==> config.mk <==
export PLATFORM = sky130hd
export DESIGN_NAME = dsp_pwm_timer
export DESIGN_NICKNAME = d
export VERILOG_FILES = /design/src/shared/dsp_pkg.sv /design/src/rtl/dsp_pwm_timer.sv
export VERILOG_INCLUDE_DIRS = /design/src /design/src/shared
export SDC_FILE = /design/constraint.sdc
export NUM_CORES = 1
export LEC_CHECK = 0
export ABC_AREA = 1
export ABC_CLOCK_PERIOD_IN_PS = 2200
export BUFFER_PORTS_ARGS = -buffer_cell sky130_fd_sc_hd__buf_4
export CORE_UTILIZATION = 60
export CTS_CLUSTER_DIAMETER = 100
export DETAILED_ROUTE_END_ITERATION = 16
export PLACE_DENSITY = 0.86
export REMOVE_ABC_BUFFERS = 1
export SETUP_SLACK_MARGIN = 0.15
export SYNTH_ARGS = -nofsm -noshare
export SYNTH_HDL_FRONTEND = slang
export SYNTH_SLANG_ARGS = --single-unit
export TNS_END_PERCENT = 10
==> constraint.sdc <==
create_clock -name ref_clk -period 2.2 [get_ports ref_clk]
set_clock_uncertainty 0.05 [all_clocks]
set_input_delay 0.11 -clock ref_clk [delete_from_list [all_inputs] [get_ports ref_clk]]
set_output_delay 0.11 -clock ref_clk [all_outputs]
set_load 0.01 [all_outputs]
==> src/shared/dsp_params.svh <==
// Register offsets, reset values, fixed TOP values and mode codes
`ifndef DSP_PARAMS_SVH
`define DSP_PARAMS_SVH
`define DSP_OFF_CTRL     8'h00
`define DSP_OFF_COUNT    8'h04
`define DSP_OFF_CMPA     8'h08
`define DSP_OFF_CMPB     8'h0C
`define DSP_OFF_CAPT     8'h10
`define DSP_OFF_FLAGS    8'h14
`define DSP_CTRL_RST     10'h000
`define DSP_CNT_RST      16'h0000
`define DSP_CMP_RST      16'h0000
`define DSP_FLG_RST      4'h0
`define DSP_TOP_8BIT     16'h00FF
`define DSP_TOP_9BIT     16'h01FF
`define DSP_TOP_10BIT    16'h03FF
`define DSP_BOTTOM       16'h0000
`define DSP_WM_PC8       4'h1
`define DSP_WM_PC9       4'h2
`define DSP_WM_PC10      4'h3
`define DSP_WM_PFC_CAP   4'h8
`define DSP_WM_PFC_CMPA  4'h9
`define DSP_WM_PC_CAP    4'hA
`define DSP_WM_PC_CMPA   4'hB
`define DSP_OM_OFF       2'h0
`define DSP_OM_TOGGLE    2'h1
`define DSP_OM_NONINV    2'h2
`define DSP_OM_INV       2'h3
`endif

==> src/shared/dsp_pkg.sv <==
// Types shared by the dual-slope PWM timer
package dsp_pkg;
   typedef enum logic {DSP_UP, DSP_DOWN} dsp_dir_t;
   // Control word: bits 9:8 pin dirs, 7:6 mode B, 5:4 mode A, 3:0 wave mode
   typedef struct packed {
      logic       pin_direction_bit_b;
      logic       pin_direction_bit_a;
      logic [1:0] output_mode_bits_b;
      logic [1:0] output_mode_bits_a;
      logic [3:0] waveform_mode_select;
   } dsp_ctrl_t;
   // Flags: bit 3 capture, 2 compare B, 1 compare A, 0 overflow
   typedef struct packed {
      logic capture_flag;
      logic cmp_flag_b;
      logic cmp_flag_a;
      logic overflow_flag;
   } dsp_flags_t;
endpackage

==> src/rtl/dsp_pwm_timer.sv <==
// Dual-slope 16-bit PWM timer with APB register access
//
// The register offsets and the APB interface to the registers are this design's own decisions.
`timescale 1ns/1ps
`include "dsp_params.svh"
// Summary of operation
// RULE1 - Codes 1,2,3,10,11 count up then down
// RULE2 - Phase correct TOP: fixed, capture or A
// RULE3 - Counter holds TOP one tick, then down
// RULE4 - Register TOP between 0x0003 and 0xFFFF
// RULE5 - Non-inverting clears up, sets down; inverse
// RULE6 - Phase correct sets overflow at BOTTOM
// RULE7 - Phase correct loads compares at TOP, flags
// RULE8 - Fixed TOP masks written compare high bits
// RULE9 - Slopes follow old then new TOP
// RULE10 - Software prefers frequency correct for TOP changes
// RULE11 - Software keeps TOP above compare values
// RULE12 - Compare BOTTOM low, TOP high, non-inverted
// RULE13 - Code 11, mode 1 toggles output A
// RULE14 - Codes 8,9 frequency correct; capture or A
// RULE15 - Frequency correct TOP only from register
// RULE16 - Frequency correct loads at BOTTOM, overflow
// RULE17 - Frequency correct flags A/capture at TOP
// RULE18 - Compare flag set on every match
// RULE19 - Frequency correct extremes give constant levels
// RULE20 - Code 9, mode 1 toggles output A
// RULE21 - Output modes 00 off, 10, 11 polarity
// RULE22 - Everything advances only on timer tick
module dsp_pwm_timer import dsp_pkg::*; (
   // Clock and reset
   input  wire logic        ref_clk,
   input  wire logic        rst_n,
   // Prescaled timer clock enable
   input  wire logic        timer_tick,
   // APB slave
   input  wire logic        psel,
   input  wire logic        penable,
   input  wire logic        pwrite,
   input  wire logic [7:0]  paddr,
   input  wire logic [31:0] pwdata,
   output logic      [31:0] prdata,
   output logic             pready,
   output logic             pslverr,
   // Compare output pins
   output logic             compare_output_a,
   output logic             compare_output_a_oe,
   output logic             compare_output_b,
   output logic             compare_output_b_oe
);

   // ****************************************
   // State
   // ****************************************
   dsp_ctrl_t   ctrl;
   dsp_flags_t  flags;
   dsp_dir_t    dir;
   logic [15:0] counter_value;
   logic [15:0] capture_value_register;
   logic [15:0] cmp_buf_a;
   logic [15:0] cmp_buf_b;
   logic [15:0] compare_register_a;
   logic [15:0] compare_register_b;
   logic [15:0] top;
   logic [15:0] wr_mask;
   logic        pc_mode;
   logic        pfc_mode;
   logic        dual;
   logic        at_top;
   logic        at_bottom;
   logic        match_a;
   logic        match_b;
   logic        top_cap;
   logic        top_cmpa;
   logic        toggle_ok;
   logic        wr;
   logic        setup;
   logic        mapped;
   logic        wr_cnt;
   logic [3:0]  wm;

   assign wm = ctrl.waveform_mode_select;

   // ****************************************
   // Mode decode and TOP select
   // ****************************************
   always_comb begin
      pc_mode  = 1'b0;
      pfc_mode = 1'b0;
      top      = `DSP_TOP_8BIT;
      wr_mask  = 16'hFFFF;
      case (wm)
         `DSP_WM_PC8: begin
            pc_mode = 1'b1; // see RULE1
            top     = `DSP_TOP_8BIT; // see RULE2
            wr_mask = `DSP_TOP_8BIT;
         end
         `DSP_WM_PC9: begin
            pc_mode = 1'b1;
            top     = `DSP_TOP_9BIT;
            wr_mask = `DSP_TOP_9BIT;
         end
         `DSP_WM_PC10: begin
            pc_mode = 1'b1;
            top     = `DSP_TOP_10BIT;
            wr_mask = `DSP_TOP_10BIT;
         end
         `DSP_WM_PC_CAP: begin
            pc_mode = 1'b1;
            top     = capture_value_register; // see RULE4
         end
         `DSP_WM_PC_CMPA: begin
            pc_mode = 1'b1;
            top     = compare_register_a;
         end
         `DSP_WM_PFC_CAP: begin
            pfc_mode = 1'b1; // see RULE14
            top      = capture_value_register; // see RULE15
         end
         `DSP_WM_PFC_CMPA: begin
            pfc_mode = 1'b1;
            top      = compare_register_a;
         end
         default: pc_mode = 1'b0;
      endcase
   end

   assign dual      = pc_mode | pfc_mode;
   assign at_top    = timer_tick & dual & (counter_value == top);
   assign at_bottom = timer_tick & dual & (counter_value == `DSP_BOTTOM);
   assign match_a   = timer_tick & dual & (counter_value == compare_register_a);
   assign match_b   = timer_tick & dual & (counter_value == compare_register_b);
   assign top_cap   = (wm == `DSP_WM_PC_CAP) | (wm == `DSP_WM_PFC_CAP);
   assign top_cmpa  = (wm == `DSP_WM_PC_CMPA) | (wm == `DSP_WM_PFC_CMPA);
   assign toggle_ok = top_cmpa & (ctrl.output_mode_bits_a == `DSP_OM_TOGGLE);

   // ****************************************
   // APB decode
   // ****************************************
   assign setup  = psel & ~penable;
   assign wr     = psel & penable & pwrite & mapped;
   assign wr_cnt = wr & (paddr == `DSP_OFF_COUNT);
   assign pready = 1'b1;

   always_comb begin
      case (paddr)
         `DSP_OFF_CTRL, `DSP_OFF_COUNT, `DSP_OFF_CMPA,
         `DSP_OFF_CMPB, `DSP_OFF_CAPT, `DSP_OFF_FLAGS: mapped = 1'b1;
         default: mapped = 1'b0;
      endcase
   end

   assign pslverr = psel & penable & ~mapped;

   always_ff @(posedge ref_clk) begin
      if (!rst_n) begin
         prdata <= 32'h0000_0000;
      end else if (setup) begin
         case (paddr)
            `DSP_OFF_CTRL:  prdata <= {22'h000000, ctrl};
            `DSP_OFF_COUNT: prdata <= {16'h0000, counter_value};
            `DSP_OFF_CMPA:  prdata <= {16'h0000, cmp_buf_a};
            `DSP_OFF_CMPB:  prdata <= {16'h0000, cmp_buf_b};
            `DSP_OFF_CAPT:  prdata <= {16'h0000, capture_value_register};
            `DSP_OFF_FLAGS: prdata <= {28'h0000000, flags};
            default:        prdata <= 32'h0000_0000;
         endcase
      end
   end

   always_ff @(posedge ref_clk) begin
      if (!rst_n) begin
         ctrl <= `DSP_CTRL_RST;
      end else if (wr && paddr == `DSP_OFF_CTRL) begin
         ctrl <= pwdata[9:0];
      end
   end

   always_ff @(posedge ref_clk) begin
      if (!rst_n) begin
         capture_value_register <= `DSP_CMP_RST;
      end else if (wr && paddr == `DSP_OFF_CAPT) begin
         capture_value_register <= pwdata[15:0];
      end
   end

   // Buffered compare values, masked under fixed TOP
   always_ff @(posedge ref_clk) begin
      if (!rst_n) begin
         cmp_buf_a <= `DSP_CMP_RST;
         cmp_buf_b <= `DSP_CMP_RST;
      end else begin
         if (wr && paddr == `DSP_OFF_CMPA) begin
            cmp_buf_a <= pwdata[15:0] & wr_mask; // see RULE8
         end
         if (wr && paddr == `DSP_OFF_CMPB) begin
            cmp_buf_b <= pwdata[15:0] & wr_mask;
         end
      end
   end

   // ****************************************
   // Double-buffer update
   // ****************************************
   always_ff @(posedge ref_clk) begin
      if (!rst_n) begin
         compare_register_a <= `DSP_CMP_RST;
         compare_register_b <= `DSP_CMP_RST;
      end else if (!dual) begin
         compare_register_a <= cmp_buf_a;
         compare_register_b <= cmp_buf_b;
      end else if ((pc_mode && at_top) || (pfc_mode && at_bottom)) begin
         compare_register_a <= cmp_buf_a; // see RULE7 see RULE9 see RULE16
         compare_register_b <= cmp_buf_b;
      end
   end

   // ****************************************
   // Dual-slope counter
   // ****************************************
   always_ff @(posedge ref_clk) begin
      if (!rst_n) begin
         counter_value <= `DSP_CNT_RST;
         dir           <= DSP_UP;
      end else if (wr_cnt) begin
         counter_value <= pwdata[15:0];
      end else if (timer_tick && dual) begin // see RULE22
         if (dir == DSP_UP) begin
            if (counter_value == top) begin
               dir           <= DSP_DOWN; // see RULE3
               counter_value <= counter_value - 16'h0001;
            end else begin
               counter_value <= counter_value + 16'h0001; // see RULE1
            end
         end else begin
            if (counter_value == `DSP_BOTTOM) begin
               dir           <= DSP_UP;
               counter_value <= counter_value + 16'h0001;
            end else begin
               counter_value <= counter_value - 16'h0001;
            end
         end
      end
   end

   // ****************************************
   // Flags, write one to clear, set wins
   // ****************************************
   always_ff @(posedge ref_clk) begin
      if (!rst_n) begin
         flags <= `DSP_FLG_RST;
      end else begin
         if (wr && paddr == `DSP_OFF_FLAGS) begin
            flags <= flags & ~dsp_flags_t'(pwdata[3:0]);
         end
         if (at_bottom) begin
            flags.overflow_flag <= 1'b1; // see RULE6 see RULE16
         end
         if (match_a || (at_top && top_cmpa)) begin
            flags.cmp_flag_a <= 1'b1; // see RULE17 see RULE18
         end
         if (match_b) begin
            flags.cmp_flag_b <= 1'b1; // see RULE18
         end
         if (at_top && top_cap) begin
            flags.capture_flag <= 1'b1; // see RULE7 see RULE17
         end
      end
   end

   // ****************************************
   // Compare output waveform
   // ****************************************
   function automatic logic next_level(input logic [1:0] om, input logic cur,
         input logic [15:0] cmp, input logic [15:0] t, input dsp_dir_t d);
      logic lvl;
      lvl = cur;
      if (cmp == t) begin
         lvl = 1'b1; // see RULE12 see RULE19
      end else if (cmp == `DSP_BOTTOM) begin
         lvl = 1'b0;
      end else begin
         lvl = (d == DSP_DOWN); // see RULE5
      end
      if (om == `DSP_OM_INV) begin
         lvl = ~lvl; // see RULE21
      end
      return lvl;
   endfunction

   always_ff @(posedge ref_clk) begin
      if (!rst_n) begin
         compare_output_a <= 1'b0;
      end else if (match_a) begin
         if (toggle_ok) begin
            compare_output_a <= ~compare_output_a; // see RULE13 see RULE20
         end else if (ctrl.output_mode_bits_a[1]) begin
            compare_output_a <= next_level(ctrl.output_mode_bits_a,
               compare_output_a, compare_register_a, top, dir);
         end
      end
   end

   always_ff @(posedge ref_clk) begin
      if (!rst_n) begin
         compare_output_b <= 1'b0;
      end else if (match_b && ctrl.output_mode_bits_b[1]) begin
         compare_output_b <= next_level(ctrl.output_mode_bits_b,
            compare_output_b, compare_register_b, top, dir);
      end
   end

   // Pin driven only when connected and direction is output
   assign compare_output_a_oe = ctrl.pin_direction_bit_a & dual
      & (ctrl.output_mode_bits_a[1] | toggle_ok); // see RULE21
   assign compare_output_b_oe = ctrl.pin_direction_bit_b & dual
      & ctrl.output_mode_bits_b[1];

   // ****************************************
   // Assertions
   // ****************************************
   property p_dir_bottom;
      @(posedge ref_clk) disable iff (!rst_n)
      timer_tick && dual && !wr_cnt && dir == DSP_DOWN && counter_value == 16'h0000
      |=> dir == DSP_UP && counter_value == 16'h0001;
   endproperty
   a_dir_bottom: assert property (p_dir_bottom) else $error("no turn at bottom"); // see RULE1

   property p_top_fixed;
      @(posedge ref_clk) disable iff (!rst_n)
      wm == 4'h2 |-> top == 16'h01FF;
   endproperty
   a_top_fixed: assert property (p_top_fixed) else $error("wrong fixed top"); // see RULE2

   property p_top_turn;
      @(posedge ref_clk) disable iff (!rst_n)
      at_top && !wr_cnt && dir == DSP_UP && top > 16'h0001
      |=> dir == DSP_DOWN && counter_value == $past(top) - 16'h0001;
   endproperty
   a_top_turn: assert property (p_top_turn) else $error("bad top turn"); // see RULE3

   property p_ovf;
      @(posedge ref_clk) disable iff (!rst_n)
      at_bottom |=> flags.overflow_flag;
   endproperty
   a_ovf: assert property (p_ovf) else $error("overflow not set"); // see RULE6

   property p_pc_load;
      @(posedge ref_clk) disable iff (!rst_n)
      pc_mode && at_top && top_cap
      |=> compare_register_b == $past(cmp_buf_b) && flags.capture_flag;
   endproperty
   a_pc_load: assert property (p_pc_load) else $error("no load at top"); // see RULE7

   property p_mask;
      @(posedge ref_clk) disable iff (!rst_n)
      wr && paddr == 8'h08 && wm == 4'h1 |=> cmp_buf_a[15:8] == 8'h00;
   endproperty
   a_mask: assert property (p_mask) else $error("high bits kept"); // see RULE8

   property p_clear_up;
      @(posedge ref_clk) disable iff (!rst_n)
      match_a && !toggle_ok && ctrl.output_mode_bits_a == 2'h2 && dir == DSP_UP
      && compare_register_a != top && compare_register_a != 16'h0000
      |=> !compare_output_a;
   endproperty
   a_clear_up: assert property (p_clear_up) else $error("no clear on up"); // see RULE5

   property p_toggle;
      @(posedge ref_clk) disable iff (!rst_n)
      match_a && toggle_ok |=> compare_output_a != $past(compare_output_a);
   endproperty
   a_toggle: assert property (p_toggle) else $error("no toggle"); // see RULE13

   property p_pfc_load;
      @(posedge ref_clk) disable iff (!rst_n)
      pfc_mode && at_bottom
      |=> compare_register_a == $past(cmp_buf_a) && flags.overflow_flag;
   endproperty
   a_pfc_load: assert property (p_pfc_load) else $error("no load at bottom"); // see RULE16

   property p_cmp_flag;
      @(posedge ref_clk) disable iff (!rst_n)
      match_b |=> flags.cmp_flag_b;
   endproperty
   a_cmp_flag: assert property (p_cmp_flag) else $error("compare flag lost"); // see RULE18

   property p_hold;
      @(posedge ref_clk) disable iff (!rst_n)
      !timer_tick && !wr_cnt |=> $stable(counter_value) && $stable(dir);
   endproperty
   a_hold: assert property (p_hold) else $error("moved without tick"); // see RULE22

   property p_off;
      @(posedge ref_clk) disable iff (!rst_n)
      ctrl.output_mode_bits_b == 2'h0 |-> !compare_output_b_oe;
   endproperty
   a_off: assert property (p_off) else $error("pin driven when off"); // see RULE21

   c_top: cover property (@(posedge ref_clk) disable iff (!rst_n) at_top ##[1:300] at_bottom);
   c_tog: cover property (@(posedge ref_clk) disable iff (!rst_n) match_a && toggle_ok);
   c_pfc: cover property (@(posedge ref_clk) disable iff (!rst_n) pfc_mode && at_bottom);
endmodule

Yosys cells after proc, flatten, opt, wreduce, memory -nomap -nowiden
Index checks and enable logic that the tools add are counted.
Storage, ports and cells
  register bits: 145
  bits of input ports: 46
  output and inout bits: 38
  logic and storage cells: 138
Cells by class
  add/sub/neg operators: 2
  eq/ne operators: 21
  muxes and demuxes: 37
  bitwise gates (word level): 29
  reduce and logical (&&, ||, !) cells: 30
Operators by type and width (number)
  $mux W16: 9
  $pmux W16 S6: 1
  $eq A16 B16 Y1: 5
  $pmux W16 S4: 1
  $logic_not A16 Y1: 3
  $pmux W16 S3: 1
  $mux W1: 24
  $add A16 B1 Y16 const B: 1
  $and A1 B1 Y1: 16
  $and A16 B16 Y16: 1
  $eq A4 B4 Y1 const B: 4
  $eq A8 B4 Y1 const B: 2
  $eq A8 B5 Y1 const B: 2
  $sub A16 B1 Y16 const B: 1
  $reduce_bool A2 Y1: 6
  $logic_and A1 B1 Y1: 11
  $eq A4 B2 Y1 const B: 2
  $eq A8 B3 Y1 const B: 1
  $logic_not A8 Y1: 1
  $not A1 Y1: 6
  $reduce_or A2 Y1: 3
  $reduce_or A6 Y1: 1
  $reduce_or A5 Y1: 1
  $and A4 B4 Y4: 1
  other kinds (9): 15

Logic depth before layout (Yosys ltp)
Gate-level depths: netlist of the first run.
  depth in word-level cells: 13
  gate-level depth with buffers: 18

Least setup slack after synthesis of the first run
No wires, ideal clock.
  path kind: register -> register
  start point: reg ctrl, in the netlist wm[3]
  end point: reg compare_register_a[0]
  setup time: 115 ps
  arrival: 1818 ps
  required time: 2035 ps
  path slack: 217 ps
  stages on the path, launching flop included: 15
  buffers on the path: 3
  cells stage by stage: dfxtp_1 -> buf_6 -> inv_4 -> nor2_4 -> buf_6 -> nand3_2 -> nand3_1 -> nand2_1 -> nor2_1 -> nand2_1 -> nor2_2 -> nand4_4 -> buf_6 -> a21oi_1 -> nor2_1
On the way
  word-level cells in the longest chain between the ends: 9
  elaborated cells on any way between the ends: 24
RTL lines
  start, declared: line dsp_pwm_timer.sv:54  | dsp_ctrl_t ctrl;
  start signal, assigned: line dsp_pwm_timer.sv:172  | ctrl <= `DSP_CTRL_RST;
  start signal, assigned: line dsp_pwm_timer.sv:174  | ctrl <= pwdata[9:0];
  branches (longest 9 deep; another with $pmux W16 S4)
  end signal, assigned: line dsp_pwm_timer.sv:206  | compare_register_a <= `DSP_CMP_RST;
  end signal, assigned: line dsp_pwm_timer.sv:209  | compare_register_a <= cmp_buf_a;
  end signal, assigned: line dsp_pwm_timer.sv:212  | compare_register_a <= cmp_buf_a;
  end, declared: line dsp_pwm_timer.sv:61  | logic [15:0] compare_register_a;
Several ways; the timed one is not identified.
A chain may end at the register's enable or synchronous reset.

Final worst setup path of the first run
  start point: reg ctrl, in the netlist wm[2]
  end point: reg compare_register_a[13]
The elaborated chain is that of the path after synthesis.

==> results of run 1 <==
## synth_stat cells (19+ instances only)
cell,number
nand2_1,337
nor2_1,105
clkbuf_1,30
nor3_1,20
xor2_1,47
buf_4,20
nand3_1,122
nand4_1,27
a21oi_1,127
o21ai_0,71
dfxtp_1,129
buf_2,19
inv_1,119
## per-stage QoR
step	instance area, µm²	setup slack (ns)	util [%]	cells	hold slack (ns)
after floorplan	7930	-1.02	-	1234	0.158
after detailed placement	9590	-0.154	71.5	1590	0.356
after CTS	10600	-0.0322	79.5	1639	0.00783
final	10900	-0.225	81.2	1645	0.0454
after global placement	9590	-0.0985	71.5	1590	0.351
after global routing	10900	-0.261	81.2	1644	0.0459
## routing by layer
metal / GRT usage, % / routed length [µm] / vias to the layer above
li1: - / - / 4570
met4: 24.8 / 2130 / 0
met3: 11.0 / 5050 / 257
met5: 0 / 0 / -
met2: 68.9 / 14200 / 993
met1: 57.5 / 11900 / 4623
## worst max-delay path, cell delays in order (launching register included)
cell	delay, ns
dfxtp_2	0.35
inv_2	0.08
nand2_4	0.07
nor2_4	0.28
nand2_1	0.12
nand3_1	0.10
nand2_1	0.09
nor3_2	0.17
nand2_1	0.11
nor2_2	0.15
nand4_4	0.14
buf_6	0.17
buf_12	0.16
nand3b_1	0.12
nand2_1	0.08
nor2_1	0.10
## power by group
group | internal (mW) | leakage, nW | switching (mW) | total [mW]
registers | 2.34 | 1.04 | 0.00263 | 2.34
clock network | 1.81 | 0.289 | 1.14 | 2.95
logic | 0.0807 | 3.55 | 0.147 | 0.228
## worst max-delay path by stage
stage                     startpoint                     end  depth (start not counted)
after floorplan                wm[3]  compare_register_a[10]                          9
after global placement         wm[3]        counter_value[7]                         18
after detailed placement       wm[3]        counter_value[7]                         18
after CTS                      wm[3]  compare_register_b[14]                         16
after global routing           wm[3]   compare_register_a[3]                         18
final                          wm[2]  compare_register_a[13]                         15
## repair_timing
action / CTS / global route
hold endpoints to repair: 40 / 0
endpoints found under the setup margin: 53 / 53
buffers inserted: 4 / 3
resized for setup: 58 / 38
cloned: 2 / 2
pin swaps: 33 / 28
hold buffers: 12 / 0
## sequential cells by signal (all words and copies together), names as in the netlist
name                    flops
capture_value_register     16
counter_value              16
flags                       4
compare_register_a         16
cmp_buf_a                  16
compare_register_b         16
dir                         1
compare_output_a            1
prdata                     16
cmp_buf_b                  16
compare_output_b            1
wm                          4
ctrl                        6
## final cells by class
type | instances | share of cell area [%]
antenna | 1 | 0.0230
clock buffer | 19 | 4.07
clock inverter | 12 | 1.46
inverter | 130 | 4.54
multi-input combinational | 975 | 48.0
sequential | 129 | 23.8
tap | 176 | 2.02
timing repair buffer | 203 | 16.1
## kinds of logic after synthesis
group	count (synthesis)	synth area share, %
other cells	2	0.0898
fa+ha+maj	3	0.449
xor+xnor	58	6.07
compound gates	241	15.7
buf+inv	212	11.8
simple gates	656	35.0
flops	129	30.9
==> qor.yml, run 1 <==
wl_um: 33300
totalPowerFinal_mw: 5.52
worstHoldPathType: "in2reg"
place.gp.congestion: 1.07
ctsLongestPathBuffers: 2
status: "finished with violations"
seq_area_frac_synth_pct: 30.9
antenna_left: 0
cts_root_buffer: "clkbuf_16"
area_growth_pct: 30.0
yosys.area.top_type: "dfxtp_1"
core-area_mm2: 0.0134
grt_max_degree: 44
worstMarginPinSlew_ns: 0.670
layout.nets: 1505
fillers: 865
drc: 0
worstHoldPathCells: 3
reg2reg_to: "compare_register_a[13]"
syn_area_mm2: 0.00837
finalSetupTns_ns: -5.82
grt_pass1_wl_um: 49800
final-setup-viol-count: 51
grt-ovfl-total: 0
cp_max_fo: 16
startpoint_type: "flop"
final_cell_mix: "nand2_1, buf_4, dfxtp_1"
antenna_found_initial: 0
critPathKind: "reg2reg"
reg2reg_slack_ns: -0.22
slew_viol_final: 0
yosys_warnings: 0
via_per_inst: 6.35
yosysTopAreaCellShare_pct: 30.9
clkLatencyLatePin_ns: 0.44
regToRegStartpoint: "wm[2]"
p_leak_nw: 4.88
drive_gt1_share_pct: 22.1
syn_inst: 1301
violations: "setup timing"
seq_area_mm2: 0.00259
synth-seq-cells: 129
hold_violations: 0
clock-sinks: 129
cts_buffers: 17
port_buffers: 50
max_freq_ghz: 0.412
die_w_um: 120
vias: 10443
dieHeight_um: 120
grt_usage_pct: 44.9
dp_hpwl_um: 22100
finalCritPeriodShare_pct: 110
die-area_mm2: 0.0144
min-delay-start: "pwdata[0]"
io-pin-count: 84
synthArstFlopShare_pct: 0
drt-initial-drc-count: 2085
cap_violations: 0
netlist-cell-type-count: 45
peakVddDrop_v: 0.000531
powerDensity_mw_per_mm2: 507
reg2reg_depth: 15
rsz0062_at_grt: "true"
num_rows: 42
final_common_cell: "nand2_1"
grt_pass1_vias: 9672
endpoint_kind: "flop"
cts.clk_slew.worst_paths_ns: 0.06
whs_endpoint: "cmp_buf_a[0]"
relSlewSlack_pct: 55.3
required_ns: 2.53
avgRoutedWirePerCell_um: 20.3
cp_data_arrival_time_ns: 2.75
cts_tree: "built"
cts_max_level: 4
syn_avg_cell_area_um2: 6.43
period_needed_ns: 2.42
first_pass_iters: 13
synth-edff-count: 0
yosys-top-cells-area: "dfxtp_1, nand2_1, a21oi_1, nand3_1, inv_1"
start_util_pct: 62.4
synth-main-ff-cell: "dfxtp_1"
setup_ws_ns: -0.225
multi_input_area_mm2: 0.00522
No activity file was read; power rests on OpenSTA's default activity.
==> inputs of run 2 (changes only) <==
--- a/config.mk
+++ b/config.mk
@@ -9,7 +9,10 @@
 export ABC_AREA = 1
 export ABC_CLOCK_PERIOD_IN_PS = 2200
 export BUFFER_PORTS_ARGS = -buffer_cell sky130_fd_sc_hd__buf_4
-export CORE_UTILIZATION = 60
+export CELL_PAD_IN_SITES_DETAIL_PLACEMENT = 2
+export CELL_PAD_IN_SITES_GLOBAL_PLACEMENT = 2
+export CORE_MARGIN = 1.5
+export CORE_UTILIZATION = 33
 export CTS_CLUSTER_DIAMETER = 100
 export DETAILED_ROUTE_END_ITERATION = 16
 export PLACE_DENSITY = 0.86
==> qor.yml, run 2 (synthesis gave the netlist of run 1 again) <==
grt_usage_pct: 46.7
cts_root_buffer: "clkbuf_16"
max_freq_ghz: 0.351
die-area_mm2: 0.0263
violations: "hold timing, setup timing"
fin_util_pct: 47.4
finalCritPeriodShare_pct: 130
reg2reg_depth: 10
num_rows: 58
endpoint_kind: "flop"
slew_viol_final: 0
cp.buffers_inverters: 2
final_common_cell: "nand2_1"
min-delay-start: "pwdata[9]"
cts_tree: "built"
layout.nets: 1535
whs_endpoint: "ctrl[9]"
path_common_cell: "nand2_1"
period_needed_ns: 2.85
critPathKind: "reg2reg"
wl_um: 68600
fillers: 2877
setup_ws_ns: -0.650
grt_max_degree: 38
clock-sinks: 129
core-area_mm2: 0.0250
hold_violations: 1
antenna_left: 0
place_area_mm2: 0.00992
drt-initial-drc-count: 1600
drc: 0
worstMarginPinSlew_ns: 1.37
avgRoutedWirePerCell_um: 37.4
dp.cells: 1756
vias: 12241
regToRegStartpoint: "compare_register_a[12]"
worstHoldPathType: "in2reg"
fin_hold_ws_ns: -0.00391
rsz0062_at_grt: "true"
antenna_found_initial: 6
place_ws_ns: -0.399
via_per_inst: 6.67
place.gp.congestion: 0.940
fin_area_mm2: 0.0119
cp_max_fo: 4
cts.clk_slew.worst_paths_ns: 0.08
cts_buffers: 17
totalPowerFinal_mw: 5.87
powerDensity_mw_per_mm2: 494
crit_chain: "buf_4 -> nor4_1 -> buf_4 -> nand4_1 -> nand2_1 -> nand2_1 -> nand2_1 -> nand2_1 -> nand2_1 -> a21oi_2"
grt_pass1_vias: 12941
die_w_um: 162
cts_max_level: 4
grt-ovfl-total: 0
reg2reg_to: "compare_output_a"
p_leak_nw: 5.17
multi_input_area_mm2: 0.00567
io-pin-count: 84
clkLatencyLatePin_ns: 0.50
seq_area_mm2: 0.00259
cap_violations: 0
area_growth_pct: 41.9
status: "finished with violations"
instances_no_fill: 1835
cp_slowest_cell: "nor4_1"
port_buffers: 50
worstHoldPathCells: 3
first_pass_iters: 5
peakVddDrop_v: 0.000502
crit_family: "simple AND/OR/NAND/NOR gates"
drive_gt1_share_pct: 31.4
relSlewSlack_pct: 7.65
start_util_pct: 33.4
ctsLongestPathBuffers: 2
grt_pass1_wl_um: 88900
dp_hpwl_um: 34400
final_cell_mix: "nand2_1, buf_4, dfxtp_1"
startpoint_type: "flop"
cp_data_arrival_time_ns: 3.16
dieHeight_um: 162
reg2reg_slack_ns: -0.65
required_ns: 2.51
final-setup-viol-count: 60
slowest_delay_ns: 1.12
finalSetupTns_ns: -26.85
==> run 2: cell types whose count changed in the layout (fill, tap and decap cells not counted), sizes merged <==
cell,before,now
diode,1,7
dlygate4sd3,12,9
clkinv,11,9
buf,189,221
clkinvlp,3,2
inv,125,130
bufinv,3,2
==> run 2: worst max-delay path by stage <==
stage | depth (start not counted) | slack [ns] | startpoint | to
finish | 10 | -0.65 | compare_register_a[12] | compare_output_a
global placement | 15 | -0.14 | wm[3] | compare_output_b
CTS | 15 | -0.24 | wm[2] | compare_output_b
detailed placement | 14 | -0.40 | wm[3] | compare_output_b
floorplan | 9 | -1.02 | wm[3] | compare_register_a[10]
global route | 9 | -0.68 | counter_value[12] | flags[2]
==> run 2: repair_timing <==
item                       4_1_cts  5_1_grt
gates resized for setup        130      110
setup buffers                   19       10
hold buffers                     9        0
setup endpoints to repair       57       72
hold endpoints to repair        23        0
pin swaps                       24       35
cloned                           0        3
==> run 2: power by group <==
group	switching, mW	internal [mW]	total, mW	leakage, nW
Clock	1.54	1.72	3.25	0.284
Combinational	0.201	0.0812	0.282	3.85
Sequential	0.00417	2.33	2.34	1.04
Total	1.74	4.13	5.87	5.17
==> run 2: per-layer routing <==
layer / track usage (%) / part of all wire, %
met1: 53.1 / 36
met5: 0 / 0.13
met3: 12.2 / 11
met4: 37.2 / 10
met2: 74.4 / 43
==> run 2: tightest hold or removal path, delay by kind of cell <==
family / cells / cell delay, ns
buf+inv: 2 / 0.20
compound gates: 1 / 0.18
==> run 2: cell type report <==
cell class,count,area share [%]
Antenna cell,7,0.147
Clock buffer,18,3.70
Clock inverter,13,1.26
Inverter,130,4.17
Multi-Input combinational cell,975,47.8
Sequential cell,129,21.8
Tap cell,330,3.48
Timing Repair Buffer,233,17.6
